<file path="config.mk">
export PLATFORM = sky130hd
export DESIGN_NAME = port2_strap_defaults
export DESIGN_NICKNAME = d
export VERILOG_FILES = /design/src/design/strap_defaults_pkg.sv /design/src/design/port2_strap_defaults.sv /design/src/design/strap_sync.sv
export SDC_FILE = /design/constraint.sdc
export NUM_CORES = 1
export LEC_CHECK = 0
export BUFFER_PORTS_ARGS = -buffer_cell sky130_fd_sc_hd__buf_2
export CAP_MARGIN = 20
export CORE_MARGIN = 2
export CORE_UTILIZATION = 47
export DETAILED_ROUTE_END_ITERATION = 7
export PLACE_DENSITY = 0.89
export RECOVER_POWER = 100
export SYNTH_ARGS = -nofsm -noshare
export SYNTH_HDL_FRONTEND = slang
export SYNTH_HIERARCHICAL = 1
export SYNTH_SLANG_ARGS = --single-unit
</file>
<file path="constraint.sdc">
create_clock -name aclk -period 2.7 [get_ports aclk]
set_clock_uncertainty 0.2 [all_clocks]
set_input_delay 0.27 -clock aclk [delete_from_list [all_inputs] [get_ports aclk]]
set_output_delay 0.27 -clock aclk [all_outputs]
set_load 0.05 [all_outputs]
</file>
<file path="src/design/strap_defaults_pkg.sv">
package strap_defaults_pkg;
   // ***************************************************
   // Register byte offsets
   // ***************************************************
   localparam logic [7:0] STRAP_CFG_OFFSET = 8'h00;
   localparam logic [7:0] BASIC_CTRL_OFFSET = 8'h04;
   localparam logic [7:0] AN_ADV_OFFSET = 8'h08;
   localparam logic [7:0] SPECIAL_MODES_OFFSET = 8'h0C;
   localparam logic [7:0] MANUAL_FC_OFFSET = 8'h10;
   localparam logic [7:0] LOADER_OFFSET = 8'h14;

   // ***************************************************
   // Field positions
   // ***************************************************
   // Strap word: speed, duplex, backpressure, pause
   localparam int STRAP_SPEED_BIT = 0;
   localparam int STRAP_DUPLEX_BIT = 1;
   localparam int STRAP_BP_BIT = 2;
   localparam int STRAP_PAUSE_BIT = 3;
   localparam int STRAP_W = 4;
   // Basic control
   localparam int SPEED_LSB_BIT = 13;
   localparam int DUPLEX_BIT = 8;
   // Advertisement
   localparam int ADV_10FD_BIT = 6;
   localparam int ADV_10HD_BIT = 5;
   // Special modes
   localparam int MODE_LSB = 5;
   localparam int MODE_W = 3;
   // Manual flow control
   localparam int FC_BP_BIT = 0;
   localparam int FC_RX_BIT = 1;
   localparam int FC_TX_BIT = 2;
   localparam int FC_MANUAL_BIT = 3;
   // Loader register: valid flag above the strap nibble
   localparam int LOADER_VALID_BIT = 4;

   // ***************************************************
   // Reset values and field encodings
   // ***************************************************
   localparam logic [STRAP_W-1:0] STRAP_DEFAULT = 4'hF;
   localparam logic [2:0] MODE_10HD = 3'h0;
   localparam logic [2:0] MODE_10FD = 3'h1;
   localparam logic [2:0] MODE_100HD = 3'h2;
   localparam logic [2:0] MODE_100FD = 3'h3;
   localparam logic [1:0] RESP_OKAY = 2'h0;
   localparam logic [1:0] RESP_SLVERR = 2'h2;
endpackage : strap_defaults_pkg

</file>
<file path="src/design/port2_strap_defaults.sv">
// Chosen here: the AXI4-Lite interface to the registers and the register addresses.
`timescale 1ns/1ps
module port2_strap_defaults (
   input wire logic aclk,
   input wire logic aresetn,
   input wire logic [strap_defaults_pkg::STRAP_W-1:0] strap_pins,
   input wire logic loader_valid,
   input wire logic [strap_defaults_pkg::STRAP_W-1:0] loader_straps,
   input wire logic [7:0] s_axi_awaddr,
   input wire logic s_axi_awvalid,
   output logic s_axi_awready,
   input wire logic [31:0] s_axi_wdata,
   input wire logic [3:0] s_axi_wstrb,
   input wire logic s_axi_wvalid,
   output logic s_axi_wready,
   output logic [1:0] s_axi_bresp,
   output logic s_axi_bvalid,
   input wire logic s_axi_bready,
   input wire logic [7:0] s_axi_araddr,
   input wire logic s_axi_arvalid,
   output logic s_axi_arready,
   output logic [31:0] s_axi_rdata,
   output logic [1:0] s_axi_rresp,
   output logic s_axi_rvalid,
   input wire logic s_axi_rready,
   output logic port2_speed_100,
   output logic port2_full_duplex,
   output logic port2_backpressure_enable,
   output logic port2_tx_pause_enable,
   output logic port2_rx_pause_enable,
   output logic port2_manual_flow_control
);
   import strap_defaults_pkg::*;

   // ***************************************************
   // Strap capture
   // ***************************************************
   logic [STRAP_W-1:0] pins_sync;
   logic [STRAP_W-1:0] strap_reg;
   logic [STRAP_W-1:0] eff_straps;
   logic in_reset_reg;
   logic apply_now;
   // Synchroniser runs through reset so pins are settled at release
   strap_sync #(.WIDTH(STRAP_W)) u_sync (
      .aclk(aclk),
      .async_in(strap_pins),
      .sync_out(pins_sync)
   );
   // Loader values override pins
   // loader overrides pins
   assign eff_straps = loader_valid ? loader_straps : pins_sync;
   // High in reset and in the first cycle after release
   always_ff @(posedge aclk) begin
      in_reset_reg <= !aresetn;
   end
   // Capture taken by clock, never by reset value of a port
   always_ff @(posedge aclk) begin
      if (!aresetn) begin
         strap_reg <= STRAP_DEFAULT;
      end else if (in_reset_reg) begin
         strap_reg <= eff_straps;
      end
   end
   assign apply_now = in_reset_reg;
   // ***************************************************
   // Register fields
   // ***************************************************
   logic speed_reg;
   logic duplex_reg;
   logic adv_10fd_reg;
   logic adv_10hd_reg;
   logic [MODE_W-1:0] mode_reg;
   logic bp_reg;
   logic txfc_reg;
   logic rxfc_reg;
   logic manual_reg;
   logic wr_fire;
   logic [7:0] aw_reg;
   logic [31:0] w_reg;
   logic [3:0] ws_reg;
   logic aw_have;
   logic w_have;
   logic wr_lane0;
   logic wr_lane1;

   assign wr_fire = aw_have && w_have && !s_axi_bvalid;
   assign wr_lane0 = ws_reg[0];
   assign wr_lane1 = ws_reg[1];

   // Strap-derived defaults, then software ownership
   always_ff @(posedge aclk) begin
      if (!aresetn) begin
         speed_reg <= STRAP_DEFAULT[STRAP_SPEED_BIT];
         duplex_reg <= STRAP_DEFAULT[STRAP_DUPLEX_BIT];
         adv_10fd_reg <= 1'b1;
         adv_10hd_reg <= 1'b1;
         mode_reg <= MODE_100FD;
         bp_reg <= STRAP_DEFAULT[STRAP_BP_BIT];
         txfc_reg <= STRAP_DEFAULT[STRAP_PAUSE_BIT];
         rxfc_reg <= STRAP_DEFAULT[STRAP_PAUSE_BIT];
         manual_reg <= 1'b0;
      end else if (apply_now) begin
         speed_reg <= eff_straps[STRAP_SPEED_BIT];
         duplex_reg <= eff_straps[STRAP_DUPLEX_BIT];
         adv_10fd_reg <= eff_straps[STRAP_SPEED_BIT] | eff_straps[STRAP_DUPLEX_BIT];
         adv_10hd_reg <= eff_straps[STRAP_SPEED_BIT] | 1'b1;
         case ({eff_straps[STRAP_SPEED_BIT], eff_straps[STRAP_DUPLEX_BIT]})
            2'b00: mode_reg <= MODE_10HD;
            2'b01: mode_reg <= MODE_10FD;
            2'b10: mode_reg <= MODE_100HD;
            default: mode_reg <= MODE_100FD;
         endcase
         bp_reg <= eff_straps[STRAP_BP_BIT];
         txfc_reg <= eff_straps[STRAP_PAUSE_BIT];
         rxfc_reg <= eff_straps[STRAP_PAUSE_BIT];
      end else if (wr_fire) begin
         if (aw_reg == BASIC_CTRL_OFFSET && wr_lane1) begin
            duplex_reg <= w_reg[DUPLEX_BIT];
            speed_reg <= w_reg[SPEED_LSB_BIT];
         end
         if (aw_reg == AN_ADV_OFFSET && wr_lane0) begin
            adv_10fd_reg <= w_reg[ADV_10FD_BIT];
            adv_10hd_reg <= w_reg[ADV_10HD_BIT];
         end
         if (aw_reg == SPECIAL_MODES_OFFSET && wr_lane0) begin
            mode_reg <= w_reg[MODE_LSB +: MODE_W];
         end
         if (aw_reg == MANUAL_FC_OFFSET && wr_lane0) begin
            bp_reg <= w_reg[FC_BP_BIT];
            rxfc_reg <= w_reg[FC_RX_BIT];
            txfc_reg <= w_reg[FC_TX_BIT];
            manual_reg <= w_reg[FC_MANUAL_BIT];
         end
      end
   end

   // Outputs from flops; pause enables only act in manual full duplex
   always_ff @(posedge aclk) begin
      if (!aresetn) begin
         port2_speed_100 <= 1'b0;
         port2_full_duplex <= 1'b0;
         port2_backpressure_enable <= 1'b0;
         port2_tx_pause_enable <= 1'b0;
         port2_rx_pause_enable <= 1'b0;
         port2_manual_flow_control <= 1'b0;
      end else begin
         port2_speed_100 <= speed_reg;
         port2_full_duplex <= duplex_reg;
         port2_backpressure_enable <= bp_reg;
         port2_tx_pause_enable <= txfc_reg && manual_reg && duplex_reg;
         port2_rx_pause_enable <= rxfc_reg && manual_reg && duplex_reg;
         port2_manual_flow_control <= manual_reg;
      end
   end

   // ***************************************************
   // AXI4-Lite write channel
   // ***************************************************
   logic wr_known;
   assign wr_known = aw_reg == BASIC_CTRL_OFFSET || aw_reg == AN_ADV_OFFSET
      || aw_reg == SPECIAL_MODES_OFFSET || aw_reg == MANUAL_FC_OFFSET;

   // Address and data taken in either order or in the same cycle; one write at a time
   always_ff @(posedge aclk) begin
      if (!aresetn) begin
         aw_have <= 1'b0;
         w_have <= 1'b0;
         aw_reg <= 8'h00;
         w_reg <= 32'h0000_0000;
         ws_reg <= 4'h0;
         s_axi_bvalid <= 1'b0;
         s_axi_bresp <= RESP_OKAY;
      end else begin
         if (s_axi_awvalid && s_axi_awready) begin
            aw_have <= 1'b1;
            aw_reg <= s_axi_awaddr;
         end
         if (s_axi_wvalid && s_axi_wready) begin
            w_have <= 1'b1;
            w_reg <= s_axi_wdata;
            ws_reg <= s_axi_wstrb;
         end
         if (wr_fire) begin
            aw_have <= 1'b0;
            w_have <= 1'b0;
            s_axi_bvalid <= 1'b1;
            // Read-only strap registers refuse writes
            s_axi_bresp <= wr_known ? RESP_OKAY : RESP_SLVERR;
         end else if (s_axi_bvalid && s_axi_bready) begin
            s_axi_bvalid <= 1'b0;
         end
      end
   end
   assign s_axi_awready = !aw_have && !s_axi_bvalid;
   assign s_axi_wready = !w_have && !s_axi_bvalid;

   // ***************************************************
   // AXI4-Lite read channel
   // ***************************************************
   logic [31:0] rd_word;
   logic rd_ok;
   // Read mux; reserved bits zero
   always_comb begin
      rd_word = 32'h0000_0000;
      rd_ok = 1'b1;
      case (s_axi_araddr)
         STRAP_CFG_OFFSET: rd_word[STRAP_W-1:0] = strap_reg;
         BASIC_CTRL_OFFSET: begin
            rd_word[SPEED_LSB_BIT] = speed_reg;
            rd_word[DUPLEX_BIT] = duplex_reg;
         end
         AN_ADV_OFFSET: begin
            rd_word[ADV_10FD_BIT] = adv_10fd_reg;
            rd_word[ADV_10HD_BIT] = adv_10hd_reg;
         end
         SPECIAL_MODES_OFFSET: rd_word[MODE_LSB +: MODE_W] = mode_reg;
         MANUAL_FC_OFFSET: begin
            rd_word[FC_BP_BIT] = bp_reg;
            rd_word[FC_RX_BIT] = rxfc_reg;
            rd_word[FC_TX_BIT] = txfc_reg;
            rd_word[FC_MANUAL_BIT] = manual_reg;
         end
         LOADER_OFFSET: begin
            rd_word[STRAP_W-1:0] = loader_straps;
            rd_word[LOADER_VALID_BIT] = loader_valid;
         end
         default: rd_ok = 1'b0;
      endcase
   end

   // One read outstanding; answer one cycle after arvalid
   always_ff @(posedge aclk) begin
      if (!aresetn) begin
         s_axi_rvalid <= 1'b0;
         s_axi_rdata <= 32'h0000_0000;
         s_axi_rresp <= RESP_OKAY;
      end else if (s_axi_arvalid && s_axi_arready) begin
         s_axi_rvalid <= 1'b1;
         s_axi_rdata <= rd_word;
         s_axi_rresp <= rd_ok ? RESP_OKAY : RESP_SLVERR;
      end else if (s_axi_rvalid && s_axi_rready) begin
         s_axi_rvalid <= 1'b0;
      end
   end
   assign s_axi_arready = !s_axi_rvalid;
endmodule : port2_strap_defaults

</file>
<file path="src/design/strap_sync.sv">
`timescale 1ns/1ps
module strap_sync #(
   parameter int WIDTH = 4
) (
   input wire logic aclk,
   input wire logic [WIDTH-1:0] async_in,
   output logic [WIDTH-1:0] sync_out
);
   logic [WIDTH-1:0] meta_reg;

   // Two-stage synchroniser; first stage read only by second
   // No reset: pins must be sampled while the device is held in reset
   always_ff @(posedge aclk) begin
      meta_reg <= async_in;
      sync_out <= meta_reg;
   end
endmodule : strap_sync

</file>
==> impl_results.md, run 1 <==
* Detailed Route Iter0 Violations at approximately 130
* Final setup violation count at 0
* Leading area contributor after synthesis: dfxtp_1
* Initial core utilization at 0.4842
* Worst Tran Pin Value at just under 1 ns
* Drt pass-1 iters at 4
* Final Hold Vio Count at 0
* Port bufs at 65
* Core ar. at between 0.005 and 0.006 mm2
* Cell count of the worst reg-to-reg path at 4
* Via density at ~4.9
* Max reg flops at 10
* TNS Setup at 0 ns
* CTS tree: yes
* CP max FO at 5
* Post-CTS Hold Buffers at 26
* Die H at just under 80 um
* Post-Syn Area at 0.002650 mm2
* Vias at around 2300
* Syn Inst Count at ~300
* Synth top cells by count: dfxtp_1, nand2_1, buf_4
* Hold Crit Depth at 3
* Seq/Total Area, Yosys at 0.4910
* CTS buffer count at 9
* CTS Sinks at 65
* Synth top area share at 0.4910
* Fmax at 0.4435 GHz
* Total congestion overflow at 0
* GRT Util Overall at 0.1922
* Overall die width at 79.09 um
* Antenna violations before repair at 0
* Hold EP: s_axi_rresp[1]
* Vias in the first global route at 2088
* FFs w/ async S/R, synth at 0
* Power, Total at approximately 2.3 mW
* WL/cell at approximately 13 um
* DPL Wire Length at around 4 mm
* Max Cap Viol at 0
* Ports at 115
* Fin crit period at around 2.3 ns
* Diode count at 0
* Worst skew pair latency at about 0.34 ns
* DRC violations left at 0
* Gpl congestion at 0.8218
* Clk pin slew, worst setup/hold paths at 0.07 ns
* Final period utilization at 0.8351
* Row cnt at 27
* RSZ-0062 raised after global routing: false
* Root Buffer: clkbuf_8
* Fill cells at 472
* Area contributors post-synth: dfxtp_1, nand2_1, buf_4, a21oi_1, nor2_1
* Largest net degree at the start of global routing at 28
* EDFF count, synth at 0
* Antenna-violating nets left at 0
* Count of yosys warnings during synthesis at 6
* Syn avg cell area at between 8 and 9 um2
* Most common cell in the netlist: dfxtp_1
* Clk buf depth at 2
* PostCTS Resize Cnt at 0
* Hold_ws at about 0.021 ns
* Worst EP required at around 2.7 ns
* CP endpoint kind: register
* WP data arrival at around 2.3 ns
* Crit Reg-Reg Startpoint: aw_reg[0]
* Pwr dens at 677.9 mW/mm2
* Kind of critical path: register to register
* Post-synthesis cell type count at 42
* H-Tree Depth at 3
* Synth Register Bits at between 60 and 70
* Design area at between 0.003 and 0.004 mm2
* HP Start: s_axi_araddr[3]
* Fraction of layout cells with a size suffix above 1 at 0.1637
* Reg2reg end: adv_10fd_reg
* CP startpoint kind: register
* Slew headroom at 0.3393
* Area of the die at 0.006255 mm2
* Hold Path Class: primary input to register
* P&R area growth vs syn at 26.72%
* Post-CTS Setup Inserts at 0
* Dpl cell area at ~0.003 mm2
* First-pass GRT wire length at about 9.4 mm
* Final wirelength at approximately 6 mm
* Leakage at between 1 and 1.5 nW
* R2R setup slack at between 0.4 and 0.5 ns
* Worst IR drop on VDD at around 0.4 mV
* Main synth FF type: dfxtp_1
* Outcome: finished clean
* Fin nets at between 400 and 500
* Max Transition Viols Final at 0
-- worst max path at each step --
| stage | startpoint | endpoint | slack, ns | depth (start not counted) |
|---|---|---|---|---|
| after floorplan | s_axi_bvalid | w_reg[13] | 0.45 | 5 |
| after global placement | aw_reg[0] | adv_10fd_reg | 0.64 | 4 |
| after detailed placement | aw_reg[0] | adv_10fd_reg | 0.58 | 4 |
| after CTS | aw_reg[0] | adv_10fd_reg | 0.57 | 4 |
| after global routing | aw_reg[0] | adv_10fd_reg | 0.32 | 4 |
| final | aw_reg[0] | adv_10fd_reg | 0.45 | 4 |
-- routing by layer --
metal | GRT usage | up-vias | routed length, um
met5 | 0 | - | 0
met1 | 0.2436 | 1004 | 2588
met3 | 0.03864 | 18 | 397
li1 | - | 1162 | -
met4 | 0.1207 | 0 | 178
met2 | 0.2992 | 94 | 2716
-- metrics by stage --
stage	worst slack [ns]	util	std cells
global placement	0.6438	0.5350	422
detailed placement	0.5826	0.5350	422
floorplan	0.4532	-	322
finish	0.4451	0.6136	463
CTS	0.5683	0.6209	463
global route	0.3214	0.6136	463
-- where the power goes --
part / internal, mW / switching [mW] / leakage, nW
Clock: 0.539 / 0.349 / 0.106
Sequential: 1.01 / 0.0332 / 0.535
Combinational: 0.107 / 0.238 / 0.732
-- cell families after synthesis --
kind of cell / Yosys count / share of synthesized area
xor gates and xnor gates: 1 / 0.003306
DFF: 65 / 0.4910
other: 1 / 0.001415
muxes: 11 / 0.04344
AOI/OAI and AO/OA: 57 / 0.1336
and+or+nand+nor: 122 / 0.2328
buffers and inverters: 42 / 0.09442
-- layout by cell type (no fill, tap or decap), types with 7 or more instances in the layout --
master	netlist	final
a21oi_1	21	21
buf_2	2	42
clkbuf_1	9	27
clkbuf_8	0	10
conb_1	1	24
dfxtp_1	65	65
dlygate4sd3_1	0	26
mux2i_1	7	7
nand2_1	58	58
nor2_1	19	19
o21ai_0	14	14
-- worst max-delay path, cell delays in order, from the launching register on --
cell	delay, ns
dfxtp_1	0.31
or4_1	0.68
nor4_1	0.56
nor3b_1	0.24
o21ai_0	0.12
-- cell type report --
type,instances,area (um2),area share
Clock buffer,12,145.1,0.04322
Clock inverter,3,65.06,0.01937
Inverter,3,11.26,0.003353
Multi-Input combinational cell,215,1181,0.3517
Sequential cell,65,1301,0.3875
Tap cell,72,90.09,0.02683
Timing Repair Buffer,93,564.3,0.1680
Note: power is estimated with default switching activity, not from simulation.
==> run 2: changes to the inputs <==
ABC_AREA = 1   (was unset)
CORE_UTILIZATION = 48   (was 47)
PLACE_DENSITY = 0.9   (was 0.89)
clock period = 2.2 ns   (was 2.7 ns; I/O delays follow)
==> impl_results.md, run 2 <==
* Overall die width at about 81 um
* Top cell by count, worst path: nand3_1
* Hold Path Class: primary input to register
* Diode count at 0
* Kind of critical path: register to register
* Count of yosys warnings during synthesis at 6
* CTS Sinks at 65
* Power, Total at about 2.9 mW
* Worst IR drop on VDD at about 0.46 mV
* Worst Tran Pin Value at approximately 0.6 ns
* Leading area contributor after synthesis: dfxtp_1
* Row cnt at 27
* Synth Register Bits at 65
* H-Tree Depth at 3
* PostCTS Resize Cnt at 0
* Largest net degree at the start of global routing at 39
* Drt pass-1 iters at 6
* CP max FO at 6
* Delay of the slowest critical-path stage at about 0.5 ns
* Sequential cell area at roughly 0.0013 mm2
* Fin nets at 530
* Area contributors post-synth: dfxtp_1, nand2_1, nor2_1, nand3_1, buf_4
* Non-Filler Instances at between 500 and 600
* Antenna violations before repair at 0
* Antenna-violating nets left at 0
* Max Transition Viols Final at 0
* FFs w/ async S/R, synth at 0
* Ports at ~120
* CP startpoint kind: register
* CP endpoint kind: register
* Max reg flops at 10
* Fin crit period at approximately 1.9 ns
* Die H at ~80 um
* Final setup violation count at 0
* Most frequent cells in the layout: dfxtp_1, nand2_1, nor2_1
* Area of the die at about 0.0065 mm2
* Worst-path cell chain: nand3b_1 -> nor2_1 -> nand2_2 -> nand3_1 -> nand3_1
* TNS Setup at 0 ns
* WL/cell at 11.85 um
* Leakage at between 1.5 and 2 nW
* Pwr dens at 827.4 mW/mm2
* Initial core utilization at 0.5047
* P&R area growth vs syn at 24.67%
* Slew headroom at 0.5987
* Outcome: finished clean
* Most common cell in the netlist: dfxtp_1
* Post-Syn Area at between 0.002 and 0.003 mm2
* DPL Wire Length at about 4.3 mm
* Core ar. at ~0.0056 mm2
* Clk buf depth at 2
* Final period utilization at 0.8506
* Fmax at 0.5344 GHz
* Vias in the first global route at 2491
* EDFF count, synth at 0
* Area taken by multi-input logic gates at 0.001222 mm2
* Worst EP required at around 2.2 ns
* Vias at approximately 2600
* Root Buffer: clkbuf_8
* Main synth FF type: dfxtp_1
* Fraction of layout cells with a size suffix above 1 at 0.1785
* Synth top cells by count: dfxtp_1, nand2_1, nor2_1
* Port bufs at 65
* Seq/Total Area, Yosys at 0.4598
* Hold_ws at between 0.01 and 0.015 ns
* Clk pin slew, worst setup/hold paths at roughly 0.07 ns
* WP data arrival at approximately 1.9 ns
* Max Cap Viol at 0
* Commonest non-fill, non-tap cell in the layout: dfxtp_1
* RSZ-0062 raised after global routing: false
* Final Hold Vio Count at 0
* Via density at a little under 5
* Syn avg cell area at between 7 and 8 um2
* DP Cell Count at between 400 and 500
* Final wirelength at 6.365 mm
* GRT Util Overall at 0.2095
* Synth top area share at 0.4598
* Fill cells at 471
* Worst skew pair latency at about 0.34 ns
* CTS buffer count at 9
* CTS tree: yes
* Total congestion overflow at 0
* Syn Inst Count at about 370
* Detailed Route Iter0 Violations at between 100 and 150
* Worst path slowest cell: nor2_1
* Gpl congestion at 0.7868
* First-pass GRT wire length at approximately 10 mm
* Post-synthesis cell type count at 30
* DRC violations left at 0
==> run 2: cell types whose count changed after synthesis, sizes merged, moves of 8 or more <==
cell / previous run / this run
nor4: 8 / 0
nand3: 4 / 38
a21oi: 21 / 29
inv: 3 / 30
o21ai: 14 / 32
nor2: 19 / 58
==> run 2: cell type report <==
type,instances,area share
Clock inverter,3,0.01844
Clock buffer,11,0.04291
Tap cell,72,0.02553
Inverter,30,0.03191
Timing Repair Buffer,94,0.1660
Multi-Input combinational cell,262,0.3465
Sequential cell,65,0.3688
==> run 2: through the flow <==
step | setup WS [ns] | util | cell area [um2]
2_1_floorplan | 0.3283 | - | 2917
3_3_place_gp | 0.6691 | 0.5535 | 3104
3_5_place_dp | 0.6513 | 0.5535 | 3104
4_1_cts | 0.4522 | 0.6421 | 3601
5_1_grt | 0.2220 | 0.6292 | 3528
6_report | 0.3287 | 0.6292 | 3528
==> run 2: what timing repair did <==
action                                 4_1_cts  5_1_grt
setup buffers                                0        0
endpoints found under the hold margin       28        0
hold buffers                                28        0
==> run 2: power by group <==
part | internal (mW) | leakage [nW] | switching (mW) | total (mW)
registers | 1.26 | 0.538 | 0.0489 | 1.31
clock network | 0.685 | 0.111 | 0.416 | 1.10
logic | 0.145 | 0.958 | 0.366 | 0.511
==> run 2: per-layer routing <==
| metal | part of all wire | global-route usage | up-vias | wire length, um |
|---|---|---|---|---|
| met5 | 0 | 0 | - | 0 |
| met4 | 0.028 | 0.1373 | 0 | 180 |
| met3 | 0.072 | 0.04778 | 17 | 460 |
| met2 | 0.46 | 0.3567 | 98 | 2932 |
| met1 | 0.44 | 0.2350 | 1164 | 2791 |
| li1 | - | - | 1335 | - |
==> run 2: critical path, delay by kind of cell (launching register included) <==
kind          cells  cell delay (ns)
flops             1             0.34
simple gates      5             1.20
==> run 2: kinds of logic (layout without fill, tap and decap cells) <==
family	after synthesis	after routing	share of synthesized area
other	1	24	0.001325
buffers and inverters	64	138	0.1229
flip-flops	65	65	0.4598
AND/OR/NAND/NOR	175	175	0.2975
AO/OA/AOI/OAI	63	63	0.1185
==> run 2: worst paths after layout <==
kind	from	slack [ns]	depth (start not counted)	to
worst max-delay path	s_axi_bvalid	0.33	5	bp_reg
worst min-delay path	loader_valid	0.01	3	s_axi_rdata[4]
worst max register to register	s_axi_bvalid	0.33	5	bp_reg
worst min register to register	u_sync/meta_reg[0]	0.13	0	u_sync/sync_out[0]
